$ cat src/logic/pst_pkg.sv
// package for the supervisor timing block: offsets, fields, timing counts, types
// assumes a 125 MHz clock; all counts derive from times in their own units
package pst_pkg;
    localparam int CLK_KHZ = 125000;
    // times in their own units
    localparam int TIMEOUT_MS = 300;
    localparam int WD_WIN_OFF_US = 20000;
    localparam int WD_WIN_ON_US = 22000;
    localparam int WD_FILT_NS = 1200;
    localparam int RST_HOLD_US = 2000;
    localparam int ORDER_DLY_NS = 2000;
    localparam int BLK_US = 15;
    localparam int BLK_LONG_US = 30;
    localparam int GL_BLK_US = 10;
    localparam int UV_SLOW_US = 1000;
    localparam int SS_BOOST_MAX_US = 2700;
    localparam int SS_RAIL_MAX_US = 2000;
    // cycle counts
    localparam int TIMEOUT_CYC = TIMEOUT_MS * CLK_KHZ;
    localparam int WD_WIN_OFF_CYC = WD_WIN_OFF_US * (CLK_KHZ / 1000);
    localparam int WD_WIN_ON_CYC = WD_WIN_ON_US * (CLK_KHZ / 1000);
    localparam int WD_FILT_CYC = (WD_FILT_NS * (CLK_KHZ / 1000) + 999) / 1000;
    localparam int RST_HOLD_CYC = RST_HOLD_US * (CLK_KHZ / 1000);
    localparam int ORDER_DLY_CYC = ORDER_DLY_NS * (CLK_KHZ / 1000) / 1000;
    localparam int BLK_CYC = BLK_US * (CLK_KHZ / 1000);
    localparam int BLK_LONG_CYC = BLK_LONG_US * (CLK_KHZ / 1000);
    localparam int GL_BLK_CYC = GL_BLK_US * (CLK_KHZ / 1000);
    localparam int UV_SLOW_CYC = UV_SLOW_US * (CLK_KHZ / 1000);
    localparam int SS_BOOST_CYC = SS_BOOST_MAX_US * (CLK_KHZ / 1000);
    localparam int SS_RAIL_CYC = SS_RAIL_MAX_US * (CLK_KHZ / 1000);
    // register byte offsets
    localparam logic [7:0] OFS_CTRL = 8'h00;
    localparam logic [7:0] OFS_STATUS = 8'h04;
    localparam logic [7:0] OFS_CLEAR = 8'h08;
    localparam logic [7:0] OFS_ENABLE = 8'h0C;
    localparam logic [7:0] OFS_STATE = 8'h10;
    // ctrl fields
    localparam int CTRL_SPREAD = 0;
    localparam int CTRL_LDO_OFF_EN = 1;
    localparam logic [31:0] CTRL_RESET = 32'h00000000;
    // status event bits
    localparam int EV_WD_FAIL = 0;
    localparam int EV_WD_TIMEOUT = 1;
    localparam int EV_TSD = 2;
    localparam int EV_OTW = 3;
    localparam int EV_LDO_UV = 4;
    localparam int EV_BOOST_UV = 5;
    localparam int EV_LDO_OV = 6;
    localparam int EV_BOOST_OV = 7;
    localparam int EV_SS_FAIL = 8;
    localparam int EV_ERROR = 9;
    localparam int EV_N = 10;
    // filter index
    localparam int F_TSD = 0;
    localparam int F_OTW = 1;
    localparam int F_RST = 2;
    localparam int F_BUV = 3;
    localparam int F_IOUV = 4;
    localparam int F_BOV = 5;
    localparam int F_LUV = 6;
    localparam int F_BSUV = 7;
    localparam int F_LOV = 8;
    localparam int F_BSOV = 9;
    localparam int F_GL = 10;
    localparam int F_N = 11;
    // operating modes, as given by the sequencer
    typedef enum logic [2:0] {
        PST_OFF, PST_SELF_TEST_BEGIN, PST_SELF_TEST_END, PST_SENSOR_REF_CHECK,
        PST_RAMP, PST_ACTIVE, PST_ERROR
    } pst_mode_e;
    // reset output sequencer
    typedef enum logic [1:0] {PST_R_LOW, PST_R_HOLD, PST_R_IRQ, PST_R_UP} pst_rseq_e;
    // analogue monitor inputs
    typedef struct packed {
        logic tsd;
        logic otw;
        logic [2:0] buck_rails_uv;
        logic [2:0] buck_rails_ov;
        logic io_supply_rail_uv;
        logic ldo_uv;
        logic ldo_ov;
        logic boost_uv;
        logic boost_ov;
        logic gnd_loss;
    } pst_mon_s;
    // soft start progress
    typedef struct packed {
        logic boost_start;
        logic boost_good;
        logic [3:0] rail_start;
        logic [3:0] rail_good;
    } pst_ss_s;
endpackage

$ cat src/logic/pst_supervisor.sv
// supervisor timing: window watchdog, reset ordering, blanking filters, soft start
// assumes monitor inputs synchronous to clock; mode comes from the sequencer outside
// Notes on behaviour
// restart 300 ms timeout entering test/check/ramp
// active mode timeout starts at reset rise
// 20/22 ms window, first quarter closed
// trigger pulses under 1.2 us ignored
// system reset held low 2 ms
// peripheral reset rises 2 us after irq
// irq, peripheral reset fall 2 us after
// shutdown acts after 10-20 us blanking
// warning flagged after 10-20 us blanking
// rail uv/ov pulls reset after blanking
// buck uv 1 ms error; ldo/boost flag
// io rail uv error after blanking
// buck ov error; io rail no ov
// ldo/boost ov 20-40 us flag or error
// ground loss error after 5-20 us
// boost soft start within 0.7-2.7 ms; only the 2.7 ms limit is checked
// buck/ldo soft start within 0.5-2 ms; only the 2 ms limit is checked
`timescale 1ns/100ps
module pst_supervisor
    import pst_pkg::*;
(
    // clock and reset
    input wire logic clock,
    input wire logic srst,
    // apb slave
    input wire logic psel,
    input wire logic penable,
    input wire logic pwrite,
    input wire logic [7:0] paddr,
    input wire logic [31:0] pwdata,
    output logic [31:0] prdata,
    output logic pready,
    output logic pslverr,
    // monitors and sequencer
    input wire pst_mon_s mon,
    input wire pst_ss_s ss,
    input wire pst_mode_e mode,
    input wire logic watchdog_trigger_pin,
    // outputs
    output logic system_reset_output,
    output logic peripheral_reset_output,
    output logic irq,
    output logic error_req,
    output logic shutdown_req,
    output logic ldo_off,
    output logic boost_off,
    output logic int_out
);
    // registers
    logic [31:0] ctrl; // spread spectrum and off enable
    logic [EV_N-1:0] status; // sticky events
    logic [EV_N-1:0] enable; // interrupt enables
    logic [EV_N-1:0] ev; // event pulses this cycle
    logic [F_N-1:0] raw; // unfiltered conditions
    logic [F_N-1:0] flt; // filtered conditions
    logic [F_N-1:0] flt_d; // previous filtered, for edges
    logic [F_N-1:0][17:0] fcnt; // filter counters
    logic [17:0] flim [F_N]; // filter limits
    logic apb_wr; // write strobe
    logic apb_rd; // read strobe
    logic next_error; // any cause of error state
    logic ss_fail; // any start ran over time
    // register write and read strobes
    assign apb_wr = psel && penable && pwrite;
    assign apb_rd = psel && !penable && !pwrite;

    // condition vector
    always_comb begin
        raw = '0;
        raw[F_TSD] = mon.tsd;
        raw[F_OTW] = mon.otw;
        raw[F_RST] = |mon.buck_rails_uv || |mon.buck_rails_ov || mon.io_supply_rail_uv;
        raw[F_BUV] = |mon.buck_rails_uv;
        raw[F_IOUV] = mon.io_supply_rail_uv;
        raw[F_BOV] = |mon.buck_rails_ov;
        raw[F_LUV] = mon.ldo_uv;
        raw[F_BSUV] = mon.boost_uv;
        raw[F_LOV] = mon.ldo_ov;
        raw[F_BSOV] = mon.boost_ov;
        raw[F_GL] = mon.gnd_loss;
    end

    // per-filter blanking lengths
    always_comb begin
        for (int i = 0; i < F_N; i++) begin
            flim[i] = 18'(BLK_CYC);
        end
        flim[F_BUV] = 18'(UV_SLOW_CYC);
        flim[F_LUV] = 18'(UV_SLOW_CYC);
        flim[F_BSUV] = 18'(UV_SLOW_CYC);
        flim[F_LOV] = 18'(BLK_LONG_CYC);
        flim[F_BSOV] = 18'(BLK_LONG_CYC);
        flim[F_GL] = 18'(GL_BLK_CYC);
    end

    // blanking filters: condition must persist for its limit
    always_ff @(posedge clock) begin
        if (srst) begin
            fcnt <= '0;
            flt <= '0;
            flt_d <= '0;
        end else begin
            flt_d <= flt;
            for (int i = 0; i < F_N; i++) begin
                if (!raw[i]) begin
                    fcnt[i] <= '0; // short excursions forgotten
                    flt[i] <= 1'b0;
                end else if (fcnt[i] >= flim[i] - 18'd1) begin
                    flt[i] <= 1'b1;
                end else begin
                    fcnt[i] <= fcnt[i] + 18'd1;
                end
            end
        end
    end

    // trigger glitch filter and edge
    logic [7:0] trig_cnt; // high time count
    logic trig_ok; // filtered trigger level
    logic trig_ok_d; // previous filtered level
    logic service; // one-cycle service event
    always_ff @(posedge clock) begin
        if (srst) begin
            trig_cnt <= '0;
            trig_ok <= 1'b0;
            trig_ok_d <= 1'b0;
        end else begin
            trig_ok_d <= trig_ok;
            if (!watchdog_trigger_pin) begin
                trig_cnt <= '0;
                trig_ok <= 1'b0;
            end else if (trig_cnt >= 8'(WD_FILT_CYC - 1)) begin
                trig_ok <= 1'b1;
            end else begin
                trig_cnt <= trig_cnt + 8'd1;
            end
        end
    end
    assign service = trig_ok && !trig_ok_d;

    // window watchdog and mode timeout
    pst_mode_e mode_d; // previous mode
    logic [21:0] win_cnt; // position in window
    logic [21:0] win_len; // window length
    logic [27:0] to_cnt; // timeout counter
    logic to_run; // timeout counting
    logic in_tmode; // test, check or ramp
    logic sys_rise; // system reset rising
    assign in_tmode = mode == PST_SELF_TEST_BEGIN || mode == PST_SELF_TEST_END
        || mode == PST_SENSOR_REF_CHECK || mode == PST_RAMP;
    assign win_len = ctrl[CTRL_SPREAD] ? 22'(WD_WIN_ON_CYC) : 22'(WD_WIN_OFF_CYC);
    always_ff @(posedge clock) begin
        if (srst) begin
            mode_d <= PST_OFF;
            to_cnt <= '0;
            to_run <= 1'b0;
        end else begin
            mode_d <= mode;
            if (in_tmode && mode != mode_d) begin
                to_cnt <= '0;
                to_run <= 1'b1;
            end else if (mode == PST_ACTIVE && mode_d != PST_ACTIVE) begin
                to_cnt <= '0; // wait for reset rise
                to_run <= 1'b0;
            end else if (mode == PST_ACTIVE && sys_rise) begin
                to_cnt <= '0;
                to_run <= 1'b1;
            end else if (service && to_run && mode == PST_ACTIVE) begin
                to_cnt <= '0; // serviced
            end else if (to_run && to_cnt < 28'(TIMEOUT_CYC)) begin
                to_cnt <= to_cnt + 28'd1;
            end
            if (!in_tmode && mode != PST_ACTIVE) begin
                to_run <= 1'b0;
            end
        end
    end
    always_ff @(posedge clock) begin
        if (srst || mode != PST_ACTIVE || !system_reset_output) begin
            win_cnt <= '0;
        end else if (service || win_cnt >= win_len - 22'd1) begin
            win_cnt <= '0; // new window
        end else begin
            win_cnt <= win_cnt + 22'd1;
        end
    end

    // event pulses
    always_comb begin
        ev = '0;
        ev[EV_WD_FAIL] = mode == PST_ACTIVE && system_reset_output &&
            ((service && win_cnt < (win_len >> 2)) || win_cnt == win_len - 22'd1);
        ev[EV_WD_TIMEOUT] = to_run && to_cnt == 28'(TIMEOUT_CYC) - 28'd1;
        ev[EV_TSD] = flt[F_TSD] && !flt_d[F_TSD];
        ev[EV_OTW] = flt[F_OTW] && !flt_d[F_OTW];
        ev[EV_LDO_UV] = flt[F_LUV] && !flt_d[F_LUV];
        ev[EV_BOOST_UV] = flt[F_BSUV] && !flt_d[F_BSUV];
        ev[EV_LDO_OV] = flt[F_LOV] && !flt_d[F_LOV];
        ev[EV_BOOST_OV] = flt[F_BSOV] && !flt_d[F_BSOV];
        ev[EV_SS_FAIL] = ss_fail;
        ev[EV_ERROR] = next_error && !error_req;
    end

    // error state request
    logic ov_ramp; // ldo/boost ov in check or ramp
    assign ov_ramp = (flt[F_LOV] || flt[F_BSOV])
        && (mode == PST_SENSOR_REF_CHECK || mode == PST_RAMP);
    assign next_error = flt[F_BUV] || flt[F_IOUV] || flt[F_BOV] || flt[F_GL] || ov_ramp;
    always_ff @(posedge clock) begin
        if (srst) begin
            error_req <= 1'b0;
            shutdown_req <= 1'b0;
        end else begin
            error_req <= next_error;
            shutdown_req <= flt[F_TSD];
        end
    end

    // ldo and boost switch-off in active mode
    always_ff @(posedge clock) begin
        if (srst || mode != PST_ACTIVE) begin
            ldo_off <= 1'b0;
            boost_off <= 1'b0;
        end else if (ctrl[CTRL_LDO_OFF_EN]) begin
            if (flt[F_LOV] || flt[F_LUV]) ldo_off <= 1'b1;
            if (flt[F_BSOV] || flt[F_BSUV]) boost_off <= 1'b1;
        end
    end

    // soft start windows
    logic [18:0] ss_bcnt; // boost elapsed
    logic [3:0][18:0] ss_rcnt; // rail elapsed
    always_ff @(posedge clock) begin
        if (srst) begin
            ss_bcnt <= '0;
            ss_rcnt <= '0;
        end else begin
            if (!ss.boost_start || ss.boost_good) ss_bcnt <= '0;
            else if (ss_bcnt < 19'(SS_BOOST_CYC)) ss_bcnt <= ss_bcnt + 19'd1;
            for (int i = 0; i < 4; i++) begin
                if (!ss.rail_start[i] || ss.rail_good[i]) ss_rcnt[i] <= '0;
                else if (ss_rcnt[i] < 19'(SS_RAIL_CYC)) ss_rcnt[i] <= ss_rcnt[i] + 19'd1;
            end
        end
    end
    always_comb begin
        ss_fail = ss_bcnt == 19'(SS_BOOST_CYC) - 19'd1;
        for (int i = 0; i < 4; i++) begin
            if (ss_rcnt[i] == 19'(SS_RAIL_CYC) - 19'd1) ss_fail = 1'b1;
        end
    end

    // reset sequencer
    pst_rseq_e rseq; // sequencer state
    logic [17:0] rcnt; // hold and order counter
    logic [8:0] fcnt_d; // fall delay counter
    logic rst_cause; // reasons to hold reset low
    logic fall_pend; // waiting to drop irq side
    assign rst_cause = flt[F_RST] || ev[EV_WD_FAIL] || ev[EV_WD_TIMEOUT]
        || mode != PST_ACTIVE && mode != PST_RAMP || next_error;
    assign sys_rise = rseq == PST_R_HOLD && rcnt >= 18'(RST_HOLD_CYC) - 18'd1 && !rst_cause;
    always_ff @(posedge clock) begin
        if (srst) begin
            rseq <= PST_R_LOW;
            rcnt <= '0;
            system_reset_output <= 1'b0;
            irq <= 1'b0;
            peripheral_reset_output <= 1'b0;
            fall_pend <= 1'b0;
            fcnt_d <= '0;
        end else begin
            if (rst_cause) begin
                rseq <= PST_R_LOW;
                rcnt <= '0;
                if (system_reset_output) begin
                    fall_pend <= 1'b1;
                    fcnt_d <= '0;
                end
                system_reset_output <= 1'b0;
            end else begin
                case (rseq)
                    PST_R_LOW: begin
                        rseq <= PST_R_HOLD;
                        rcnt <= '0;
                    end
                    PST_R_HOLD: begin
                        if (sys_rise) begin
                            system_reset_output <= 1'b1;
                            rseq <= PST_R_IRQ;
                            rcnt <= '0;
                        end else begin
                            rcnt <= rcnt + 18'd1;
                        end
                    end
                    PST_R_IRQ: begin
                        irq <= 1'b1;
                        rseq <= PST_R_UP;
                        rcnt <= '0;
                    end
                    PST_R_UP: begin
                        if (rcnt == 18'(ORDER_DLY_CYC) - 18'd1) begin
                            peripheral_reset_output <= 1'b1;
                        end
                        if (rcnt < 18'(ORDER_DLY_CYC)) rcnt <= rcnt + 18'd1;
                    end
                    default: rseq <= PST_R_LOW;
                endcase
            end
            if (fall_pend && !rst_cause) begin
                fall_pend <= fall_pend;
            end
            if (fall_pend) begin
                if (fcnt_d == 9'(ORDER_DLY_CYC) - 9'd1) begin
                    irq <= 1'b0;
                    peripheral_reset_output <= 1'b0;
                    fall_pend <= 1'b0;
                end else begin
                    fcnt_d <= fcnt_d + 9'd1;
                end
            end
        end
    end

    // apb registers and sticky status
    always_ff @(posedge clock) begin
        if (srst) begin
            ctrl <= CTRL_RESET;
            enable <= '0;
            status <= '0;
        end else begin
            if (apb_wr && paddr == OFS_CTRL) ctrl <= pwdata;
            if (apb_wr && paddr == OFS_ENABLE) enable <= pwdata[EV_N-1:0];
            if (apb_wr && paddr == OFS_CLEAR) begin
                status <= (status & ~pwdata[EV_N-1:0]) | ev; // set wins
            end else begin
                status <= status | ev;
            end
        end
    end

    // read data, one cycle answer
    always_ff @(posedge clock) begin
        if (srst) begin
            prdata <= '0;
            pready <= 1'b0;
            pslverr <= 1'b0;
        end else begin
            pready <= psel && !penable;
            pslverr <= 1'b0;
            if (apb_rd) begin
                if (paddr == OFS_CTRL) prdata <= ctrl;
                else if (paddr == OFS_STATUS) prdata <= 32'(status);
                else if (paddr == OFS_ENABLE) prdata <= 32'(enable);
                else if (paddr == OFS_STATE) prdata <= 32'({rseq, mode});
                else if (paddr == OFS_CLEAR) prdata <= '0;
                else begin
                    prdata <= '0;
                    pslverr <= 1'b1; // unmapped
                end
            end
        end
    end

    // interrupt level: high while an enabled status bit is set
    always_ff @(posedge clock) begin
        if (srst) int_out <= 1'b0;
        else int_out <= |(status & enable);
    end
endmodule

$ cat config.mk
export PLATFORM = sky130hd
export DESIGN_NAME = pst_supervisor
export DESIGN_NICKNAME = d
export VERILOG_FILES = /design/src/logic/pst_pkg.sv /design/src/logic/pst_supervisor.sv
export SDC_FILE = /design/constraint.sdc
export NUM_CORES = 1
export LEC_CHECK = 0
export BUFFER_PORTS_ARGS = -buffer_cell sky130_fd_sc_hd__buf_2
export CAP_MARGIN = 5
export CORE_MARGIN = 5
export CORE_UTILIZATION = 37
export CTS_BUF_LIST = sky130_fd_sc_hd__clkbuf_4 sky130_fd_sc_hd__clkbuf_8
export CTS_CLUSTER_SIZE = 14
export DETAILED_ROUTE_END_ITERATION = 8
export PLACE_DENSITY_LB_ADDON = 0.08
export SKIP_CTS_REPAIR_TIMING = 1
export SLEW_MARGIN = 20
export SYNTH_ARGS = -nofsm -noshare
export SYNTH_HDL_FRONTEND = slang
export SYNTH_SLANG_ARGS = --single-unit
$ cat constraint.sdc
create_clock -name clock -period 2.93 [get_ports clock]
set_input_delay 0.879 -clock clock [delete_from_list [all_inputs] [get_ports clock]]
set_output_delay 0.879 -clock clock [all_outputs]
set_load 0.01 [all_outputs]
# --- Yosys cells after proc, flatten, opt, wreduce, memory -nomap -nowiden ---
# Cells that the tools add are included.
classes:
  n_reduce_logical: 109
  muxes: 37
  add_sub_neg: 22
  eq_ne: 27
  bitwise: 18
  magnitude_cmp: 22
ops:
  columns: ["operator", "n"]
  rows:
  - ["18-bit by 1-bit adder with 18-bit output, second input constant", 12]
  - ["18-bit by 11-bit >= comparator with 1-bit output, second input constant", 6]
  - ["19-bit by 1-bit adder with 19-bit output, second input constant", 5]
  - ["19-bit by 18-bit == test with 1-bit output, second input constant", 4]
  - ["19-bit by 18-bit less-than comparator with 1-bit output, second input constant", 4]
  - ["18-bit by 17-bit >= comparator with 1-bit output, second input constant", 3]
  - ["18-bit case mux with 3 select lines", 1]
  - ["2-bit OR reduction", 21]
  - ["18-bit by 12-bit >= comparator with 1-bit output, second input constant", 2]
  - ["18-bit 2-to-1 mux", 2]
  - ["9-bit 2-to-1 mux", 4]
  - ["32-bit 2-to-1 mux", 1]
  - ["1-bit logical AND", 31]
  - ["10-bit 2-to-1 mux", 3]
  - ["28-bit by 1-bit adder with 28-bit output, second input constant", 1]
  - ["28-bit by 26-bit == test with 1-bit output, second input constant", 1]
  - ["28-bit by 26-bit less-than comparator with 1-bit output, second input constant", 1]
  - ["1-bit logical OR", 26]
  - ["22-bit by 1-bit adder with 22-bit output, second input constant", 1]
  - ["22-bit == test", 1]
  - ["22-bit >= comparator", 1]
  - ["22-bit by 20-bit less-than comparator with 1-bit output", 1]
  - ["1-bit 2-to-1 mux", 22]
  - ["22-bit by 1-bit subtractor with 22-bit output, second input constant", 1]
  - ["37 further kinds", 80]
word_totals:
  out_inout_bits: 42
  input_bits: 73
  word_cells: 288
  ff_bits: 502

# --- Depth between registers and ports, before layout ---
# Gate-level depths: netlist of run 1.
depth:
  ltp_word: 15
  ltp_mapped: 11
  mapped_depth_nobuf: 9

# --- Least setup slack after synthesis of run 1 ---
# Ideal clock, no wire load.
synth_timing:
  kind: "reg-to-reg"
  start: "register ctrl[0]"
  end: "register rcnt[10]"
  setup_time_ns: 0.115
  slack_ns: -0.173
  path_stages_with_launch: 12
  synth_period_minus_slack_ns: 3.103
  required_time_ns: 2.815
  n_path_buf: 2
  t_arrival_ns: 2.988
  cell_sequence: "dfxtp_1 -> inv_1 -> ha_1 -> and4bb_1 -> nand4_1 -> or4_1 -> a21o_1 -> o21ai_1 -> or3_1 -> buf_4 -> buf_4 -> nor2_1"
synth_via:
  elab_chain_len: 13
  word_cells_on_any_way: 16
  classes_between: "add/sub (1); order compare (1); eq/ne (1); mux (3); reduce/logical (10)"
synth_lines:
  columns: ["element", "line_no", "source"]
  rows:
  - ["start: declaration", "pst_supervisor.sv:53", "logic [31:0] ctrl;"]
  - ["start signal: assignment", "pst_supervisor.sv:334", "if (apb_wr && paddr == OFS_CTRL) ctrl <= pwdata;"]
  - ["20-bit 2-to-1 mux (*)", "pst_supervisor.sv:154", "assign win_len = ctrl[CTRL_SPREAD] ? 22'(WD_WIN_ON_CYC) : 22'(WD_WIN_OFF_CYC);"]
  - ["22-bit by 1-bit subtractor with 22-bit output or 22-bit by 20-bit less-than comparator with 1-bit output (tied branches)", "pst_supervisor.sv:195", "((service && win_cnt < (win_len >> 2)) || win_cnt == win_len - 22'd1);"]
  - ["22-bit == test or 1-bit logical AND (tied branches)", "pst_supervisor.sv:195", null]
  - ["1-bit logical OR (*)", "pst_supervisor.sv:195", null]
  - ["1-bit logical AND (*)", "pst_supervisor.sv:194", "ev[EV_WD_FAIL] = mode == PST_ACTIVE && system_reset_output &&"]
  - ["1-bit logical OR (*) (2 in a row)", "pst_supervisor.sv:262", "assign rst_cause = flt[F_RST] || ev[EV_WD_FAIL] || ev[EV_WD_TIMEOUT]"]
  - ["1-bit logical OR (*) (2 in a row)", "pst_supervisor.sv:263", "|| mode != PST_ACTIVE && mode != PST_RAMP || next_error;"]
  - ["1-bit logical NOT", "pst_supervisor.sv:264", "assign sys_rise = rseq == PST_R_HOLD && rcnt >= 18'(RST_HOLD_CYC) - 18'd1 && !rst_cause;"]
  - ["1-bit logical AND", "pst_supervisor.sv:264", null]
  - ["18-bit 2-to-1 mux", "pst_supervisor.sv:290", "if (sys_rise) begin"]
  - ["18-bit case mux with 3 select lines", "pst_supervisor.sv:284", "case (rseq)"]
  - ["end signal: assignment", "pst_supervisor.sv:295", "rcnt <= rcnt + 18'd1;"]
  - ["end signal: assignment", "pst_supervisor.sv:307", "if (rcnt < 18'(ORDER_DLY_CYC)) rcnt <= rcnt + 18'd1;"]
  - ["end: declaration", "pst_supervisor.sv:258", "logic [17:0] rcnt;"]
# Every way passes the cells marked *; elsewhere a longest branch is shown, timed or not.
# A chain may end at the register's enable or synchronous reset.

# --- Worst setup path in the final report of run 1 ---
layout_timing:
  start: "register ctrl[0]"
  end: "register to_cnt[22]"
layout_via:
  elab_chain_len: 13
  word_cells_on_any_way: 15
  classes_between: "add/sub (1); order compare (1); eq/ne (1); mux (1); reduce/logical (11)"
layout_lines:
  columns: ["element", "line_no", "source"]
  rows:
  - ["20-bit 2-to-1 mux (*)", "pst_supervisor.sv:154", null]
  - ["22-bit by 1-bit subtractor with 22-bit output or 22-bit by 20-bit less-than comparator with 1-bit output (tied branches)", "pst_supervisor.sv:195", null]
  - ["22-bit == test or 1-bit logical AND (tied branches)", "pst_supervisor.sv:195", null]
  - ["1-bit logical OR (*)", "pst_supervisor.sv:195", null]
  - ["1-bit logical AND (*)", "pst_supervisor.sv:194", null]
  - ["1-bit logical OR (*) (2 in a row)", "pst_supervisor.sv:262", null]
  - ["1-bit logical OR (*) (2 in a row)", "pst_supervisor.sv:263", null]
  - ["1-bit logical NOT (*)", "pst_supervisor.sv:264", null]
  - ["1-bit logical AND (*)", "pst_supervisor.sv:264", null]
  - ["1-bit logical AND (*)", "pst_supervisor.sv:168", "end else if (mode == PST_ACTIVE && sys_rise) begin"]
  - ["5-bit OR reduction (no source line) (*)", null, null]
  - ["end signal: assignment", "pst_supervisor.sv:174", "to_cnt <= to_cnt + 28'd1;"]
  - ["end: declaration", "pst_supervisor.sv:148", "logic [27:0] to_cnt;"]
# Marked as above.

==> run summary, run 1 <==
status = completed
num rows = 88
Cell Count, Final, Fillers Out = 3499
via count = 17400
DR WL/cell = 14.7 µm
post-DR vias/cell = 4.97
Synth area leader = dfxtp_1
R2R Setup Slk = 0.09 ns
post-synthesis cell count = 2493
fin crit share = 96.8%
Max H-tree Level = 3
total CTS buffers = 89
CTS clk-pin slew, worst paths = 0.06 ns
peak supply drop = 0.000350 V
share of layout cells above drive strength 1 = 13.4%
Period minus WS final = 2.84 ns
CTS tree = built
Die ar. = 63400 µm²
clock buffer depth = 3
Crit Path Max Fanout = 28
Initial Util = 37.4%
reg2reg path depth = 11
P_leak = 9.38 nW
final instance area = 25300 µm²
final hold slack = 0.422 ns
total area of sequential cells = 9950 µm²
Post-Syn Area per Cell = 8.68 µm²
CTS sink cnt = 497
die width = 252 µm
Crit Reg-Reg Endpoint = to_cnt[22]
Root Driver = clkbuf_8
area fraction of the dominant cell type after synthesis = 46.0%
busiest grt layer = met2
I/O pins = 115
Max Fclk = 353 MHz
net count after synthesis = 2627
dpl cells = 3340
placed cell area = 23300 µm²
Critical Path AT = 3.43 ns
met1 GRT Util = 21.9%
Max Slew Vio Count = 0
fill count = 5728
1st-pass router iterations = 5
multi-input logic area = 11200 µm²
Clock Skew = 0.0292 ns
Placer Congestion = 0.789
initial antenna violation count = 9
post-layout net count = 2803
pwr dens = 553 nW/µm²
grt ovf = 0
Post-synth EDFFs = 0
Tightest Pin Transition = 0.824 ns
mapped cell area = 21600 µm²
number of global-route vias before repair = 16700
Crit. Startpoint = ctrl[0]
GR Layer Usage met2 = 24.0%
P&R area growth vs syn = 16.9%
All-Layer GR Usage = 15.7%
core area = 57800 µm²
Netlist cell types = 76
worst min path class = reg -> reg
initial detailed-routing violation count = 889
yosys warns = 0
critical path type = reg -> reg
crit start category = flop
post-route ant nets = 0
largest net degree at the start of global routing = 90
met3 usage = 4.07%
DRC viols = 0
ys flop type = dfxtp_1
ranking of synthesized cells by area = dfxtp_1 46%, nor2_1 7.0%, xor2_1 5.7%, xnor2_1 4.3%, nand2_1 4.1%
final setup fails = 0
Yosys reg bits = 497
Hold Fails Final Rpt = 0
register area share after synthesis = 46.0%
worst path required time = 3.52 ns
Sum Neg Setup Slack = 0 ns
Final HPWL DP = 35.8 mm
Crit. End Element = flop
first-pass GRT wire length = 84.5 mm
worst-skew pair later-pin latency = 0.66 ns
final WL = 51.3 mm
final design utilization = 43.8%
worst r2r src = ctrl[0]
Slew HR = 44.7%
port bufs = 114
Max-Cap Viols = 0
Vert. Die Dim = 252 µm
post-synthesis async set-or-reset flop share = 0%
crit path capture = to_cnt[22]
-- worst min path at each step --
stage	start	endpoint	slack, ns	cells after the start
CTS	pwdata[19]	ctrl[19]	0.37	3
floorplan	to_cnt[27]	to_cnt[27]	0.40	2
finish	to_cnt[26]	to_cnt[26]	0.42	2
global route	pwdata[17]	ctrl[17]	0.42	3
global placement	to_cnt[26]	to_cnt[26]	0.41	2
detailed placement	to_cnt[26]	to_cnt[26]	0.41	2
-- synthesized netlist by cell type (9+ instances only) --
| master | number |
|---|---|
| o21a_1 | 15 |
| nand3_1 | 121 |
| a21oi_1 | 126 |
| or4_1 | 14 |
| nor2_1 | 405 |
| and3_1 | 84 |
| nor4_1 | 29 |
| a31oi_1 | 18 |
| dfxtp_1 | 497 |
| clkbuf_1 | 71 |
| o21ai_0 | 34 |
| o31ai_1 | 10 |
| buf_2 | 9 |
| and4_1 | 24 |
| inv_1 | 57 |
| xor2_1 | 140 |
| nand2_1 | 234 |
| nand4_1 | 83 |
| xnor2_1 | 107 |
| mux2i_1 | 22 |
| nor3_1 | 51 |
| a211oi_1 | 19 |
| nor2b_1 | 26 |
| and2_1 | 73 |
| ha_1 | 61 |
| or3_1 | 23 |
| nand2b_1 | 10 |
-- flip-flops by register name, indices dropped and copies added, names as in the netlist, 2 cells and up --
name / flops
fcnt: 198
ctrl: 32
flt_d: 6
to_cnt: 28
mode_d: 3
trig_cnt: 8
rseq: 2
flt: 11
win_cnt: 22
rcnt: 18
ss_rcnt: 76
ss_bcnt: 19
status: 10
enable: 10
prdata: 32
fcnt_d: 9
-- cells in the final DEF, fill, tap and decap left out, types with 15 or more instances in the layout --
cell      count
dfxtp_1     496
inv_1        56
o21a_1       15
and4_1       24
nor2_1      403
o21ai_0      34
nand4_1      83
clkbuf_4     31
nand3_1     121
nor4_1       29
xor2_1      140
nor3_1       50
clkbuf_8    111
nor2b_1      26
buf_2       113
or3_1        23
ha_1         57
and2_1       73
nand2_1     234
and3_1       84
xnor2_1     107
a21oi_1     125
a31oi_1      18
buf_4        51
a211oi_1     19
mux2i_1      22
-- worst max-delay path, stage by stage, from the launching register on --
cell and delay (ns):
dfxtp_4 0.35, clkinvlp_4 0.10, buf_12 0.16, ha_4 0.21
and4bb_1 0.28, nand4_1 0.11, or4_4 0.52, a21o_1 0.25
o211a_1 0.25, a31o_1 0.25, buf_12 0.17, nor2_1 0.11
-- per-stage QoR --
step	worst slack, ns	total power [W]
2_1_floorplan	0.0350	0.00726
3_3_place_gp	0.0539	0.00743
3_5_place_dp	0.00459	0.00744
4_1_cts	-0.00877	0.0143
5_1_grt	-0.0116	0.0147
6_report	0.0949	0.0140
-- where the power goes --
group / internal (W) / switching (W)
clock network: 0.00388 / 0.00283
registers: 0.00682 / 0.0000641
logic: 0.000156 / 0.000256
total: 0.0109 / 0.00315
-- metal layers --
layer / part of all wire (%) / vias to the layer above / wire length, µm
met5: 0.13 / - / 66
met3: 5.6 / 83 / 2850
met1: 49 / 8034 / 25300
li1: - / 8995 / -
met2: 43 / 284 / 22100
met4: 1.8 / 10 / 923
-- kinds of logic (layout without fill, tap and decap cells) --
family / count (synthesis) / after routing / synth area share (%)
muxes: 27 / 27 / 1.28
adders and majority gates: 61 / 61 / 3.53
other: 0 / 1 / 0
DFF: 497 / 497 / 46.0
xor gates and xnor gates: 247 / 247 / 10.0
and+or+nand+nor: 1210 / 1210 / 27.4
buffers and inverters: 145 / 385 / 2.74
AOI/OAI and AO/OA: 306 / 306 / 9.12
-- area by class of cell --
class	count	area share, %
clock inverter	13	0.435
timing repair buffer	173	4.36
multi-input combinational	1851	44.2
sequential	497	39.4
inverter	57	0.861
clock buffer	142	6.96
tap	765	3.78
antenna	1	0.00989
(Power assumes the default switching activity.)
==> run 2, diff against run 1 <==
- ABC_AREA: not set -> 1
==> run 2 against run 1 <==
Maximum frequency increased by 11%. Critical path type unchanged. Register-to-register slack improved by 0.28 ns. Combinational power rose by 19%. Setup slack gained 0.28 ns. Core utilization fell by 1.0 points.
==> run summary, run 2 <==
initial antenna violation count = 3 (was 9)
area fraction of the dominant cell type after synthesis = 40.6% (was 46.0%)
Hold EP = pready (was to_cnt[26])
core area = 65700 µm² (was 57800 µm²)
synth cell count leaders = 733 x nand2_1, 497 x dfxtp_1, 471 x inv_1, 343 x nor2_1, 339 x a21oi_1 (was 497 x dfxtp_1, 405 x nor2_1, 234 x nand2_1, 140 x xor2_1, 126 x a21oi_1)
CTS sink cnt = 497 (unchanged)
worst r2r src = ctrl[0] (unchanged)
net count after synthesis = 3614 (was 2627)
first-pass GRT wire length = 103 mm (was 84.5 mm)
mapped cell area = 24500 µm² (was 21600 µm²)
Largest Register = fcnt (unchanged)
DR WL/cell = 13.4 µm (was 14.7 µm)
Cell Count, Final, Fillers Out = 4573 (was 3499)
yosys warns = 0 (unchanged)
Final HPWL DP = 44.2 mm (was 35.8 mm)
initial detailed-routing violation count = 1367 (was 889)
total CTS buffers = 89 (unchanged)
R2R Setup Slk = 0.37 ns (was 0.09 ns)
port bufs = 114 (unchanged)
ys flop type = dfxtp_1 (unchanged)
register area share after synthesis = 40.6% (was 46.0%)
most frequent cell after synthesis = nand2_1 (was dfxtp_1)
CTS clk-pin slew, worst paths = 0.06 ns (about the same)
peak supply drop = 0.000281 V (was 0.000350 V)
Netlist cell types = 50 (was 76)
share of layout cells above drive strength 1 = 9.55% (was 13.4%)
most frequent cells in the layout = 733 x nand2_1, 497 x dfxtp_1, 471 x inv_1 (was 496 x dfxtp_1, 403 x nor2_1, 234 x nand2_1)
Post-synth EDFFs = 0 (unchanged)
Crit Path Max Fanout = 28 (unchanged)
total area of sequential cells = 9950 µm² (about the same)
Max H-tree Level = 3 (unchanged)
Crit. End Element = flop (unchanged)
fill count = 6842 (was 5728)
Clock Skew = 0.0361 ns (was 0.0292 ns)
Yosys reg bits = 497 (unchanged)
Sum Neg Setup Slack = 0 ns (unchanged)
ranking of synthesized cells by area = dfxtp_1 41%, nand2_1 11%, inv_1 7.2%, a21oi_1 6.9%, nor2_1 5.3% (was dfxtp_1 46%, nor2_1 7.0%, xor2_1 5.7%, xnor2_1 4.3%, nand2_1 4.1%)
via count = 22400 (was 17400)
Synth area leader = dfxtp_1 (unchanged)
Max Fclk = 391 MHz (was 353 MHz)
Vert. Die Dim = 267 µm (was 252 µm)
status = completed (unchanged)
Max-Cap Viols = 0 (unchanged)
Slew HR = 55.1% (was 44.7%)
I/O pins = 115 (unchanged)
final setup fails = 0 (unchanged)
pre-CTS WS = 0.258 ns (was 0.00459 ns)
dpl cells = 4412 (was 3340)
Period minus WS final = 2.56 ns (was 2.84 ns)
DRC viols = 0 (unchanged)
number of flip-flops in the largest register = 198 (unchanged)
most common cell after layout, fill and taps aside = nand2_1 (was dfxtp_1)
P_leak = 10.3 nW (was 9.38 nW)
hold path cells = 2 (unchanged)
fin worst setup slack = 0.372 ns (was 0.0949 ns)
final WL = 61.1 mm (was 51.3 mm)
RSZ-0062 raised after global routing = false
reg2reg path depth = 10 (was 11)
Max Slew Vio Count = 0 (unchanged)
Root Driver = clkbuf_8 (unchanged)
num rows = 94 (was 88)
post-layout net count = 3773 (was 2803)
post-synthesis async set-or-reset flop share = 0% (unchanged)
worst hold start = penable (was to_cnt[26])
worst min path class = in -> reg (was reg -> reg)
worst-skew pair later-pin latency = 0.68 ns (was 0.66 ns)
CTS tree = built (unchanged)
Hold Fails Final Rpt = 0 (unchanged)
1st-pass router iterations = 5 (unchanged)
Top Registers = fcnt x198, ss_rcnt x76 (unchanged)
worst path required time = 3.50 ns (was 3.52 ns)
post-route ant nets = 0 (unchanged)
Initial Util = 37.3% (was 37.4%)
post-DR vias/cell = 4.89 (was 4.97)
pwr dens = 519 nW/µm² (was 553 nW/µm²)
Placer Congestion = 0.883 (was 0.789)
Tightest Pin Transition = 0.673 ns (was 0.824 ns)
clock buffer depth = 3 (unchanged)
crit start category = flop (unchanged)
Crit Reg-Reg Endpoint = to_cnt[4] (was to_cnt[22])
fin crit share = 87.3% (was 96.8%)
multi-input logic area = 12400 µm² (was 11200 µm²)
grt ovf = 0 (unchanged)
P&R area growth vs syn = 14.7% (was 16.9%)
largest net degree at the start of global routing = 56 (was 90)
Die ar. = 71500 µm² (was 63400 µm²)
die width = 267 µm (was 252 µm)
Critical Path AT = 3.13 ns (was 3.43 ns)
critical path type = reg -> reg (unchanged)
post-synthesis cell count = 3480 (was 2493)
All-Layer GR Usage = 16.7% (was 15.7%)
number of global-route vias before repair = 21100 (was 16700)
Post-Syn Area per Cell = 7.04 µm² (was 8.68 µm²)
[run 2: through the flow]
| stage | area, µm² | hold slack (ns) | power, W | utilization, % |
|---|---|---|---|---|
| 4_1_cts | 28100 | 0.332 | 0.0149 | 42.7 |
| 3_3_place_gp | 26100 | 0.410 | 0.00753 | 39.7 |
| 5_1_grt | 28100 | 0.339 | 0.0153 | 42.7 |
| 6_report | 28100 | 0.420 | 0.0146 | 42.7 |
| 3_5_place_dp | 26100 | 0.418 | 0.00753 | 39.7 |
| 2_1_floorplan | 24500 | 0.408 | 0.00733 | - |
[run 2: cells by family after synthesis]
group	after synthesis	share of synthesized area (%)
AOI/OAI and AO/OA	610	13.2
xor gates and xnor gates	153	5.47
adders and majority gates	61	3.11
buffers and inverters	564	8.93
DFF	497	40.6
and+or+nand+nor	1595	28.7
[run 2: critical path, cell delays in order, from the launching register on]
cell	delay, ns
dfxtp_1	0.30
inv_1	0.31
ha_1	0.34
nor3_1	0.31
nand3_1	0.11
or2_1	0.21
nand2_1	0.08
nand2_2	0.12
nand4_2	0.15
nand3_4	0.29
a21oi_1	0.23
[run 2: power breakdown]
part | switching, W | total [W] | internal [W]
clock | 0.00296 | 0.00720 | 0.00424
sequential | 0.0000570 | 0.00689 | 0.00683
combinational | 0.000328 | 0.000492 | 0.000164
total | 0.00334 | 0.0146 | 0.0112
[run 2: layer usage]
| layer | up-vias | routed length [µm] | GRT usage, % |
|---|---|---|---|
| met5 | - | 0 | 0 |
| met3 | 87 | 2770 | 3.73 |
| met4 | 0 | 1220 | 4.51 |
| met2 | 350 | 27700 | 27.0 |
| met1 | 10200 | 29400 | 22.7 |
| li1 | 11700 | - | - |
[run 2: cell type report]
type	count	share of cell area [%]
Antenna cell	3	0.0267
Sequential cell	497	35.4
Inverter	482	6.44
Timing Repair Buffer	150	3.04
Clock buffer	140	6.37
Multi-Input combinational cell	2419	44.1
Tap cell	864	3.85
Clock inverter	18	0.815
[run 2: worst max path at each step]
stage                  start         end  slack [ns]
floorplan            ctrl[0]     rcnt[5]        0.54
global placement    paddr[7]   prdata[2]        0.29
detailed placement  paddr[7]   prdata[3]        0.26
CTS                  ctrl[0]   to_cnt[4]        0.30
global route         ctrl[0]  to_cnt[15]        0.08
finish               ctrl[0]   to_cnt[4]        0.37
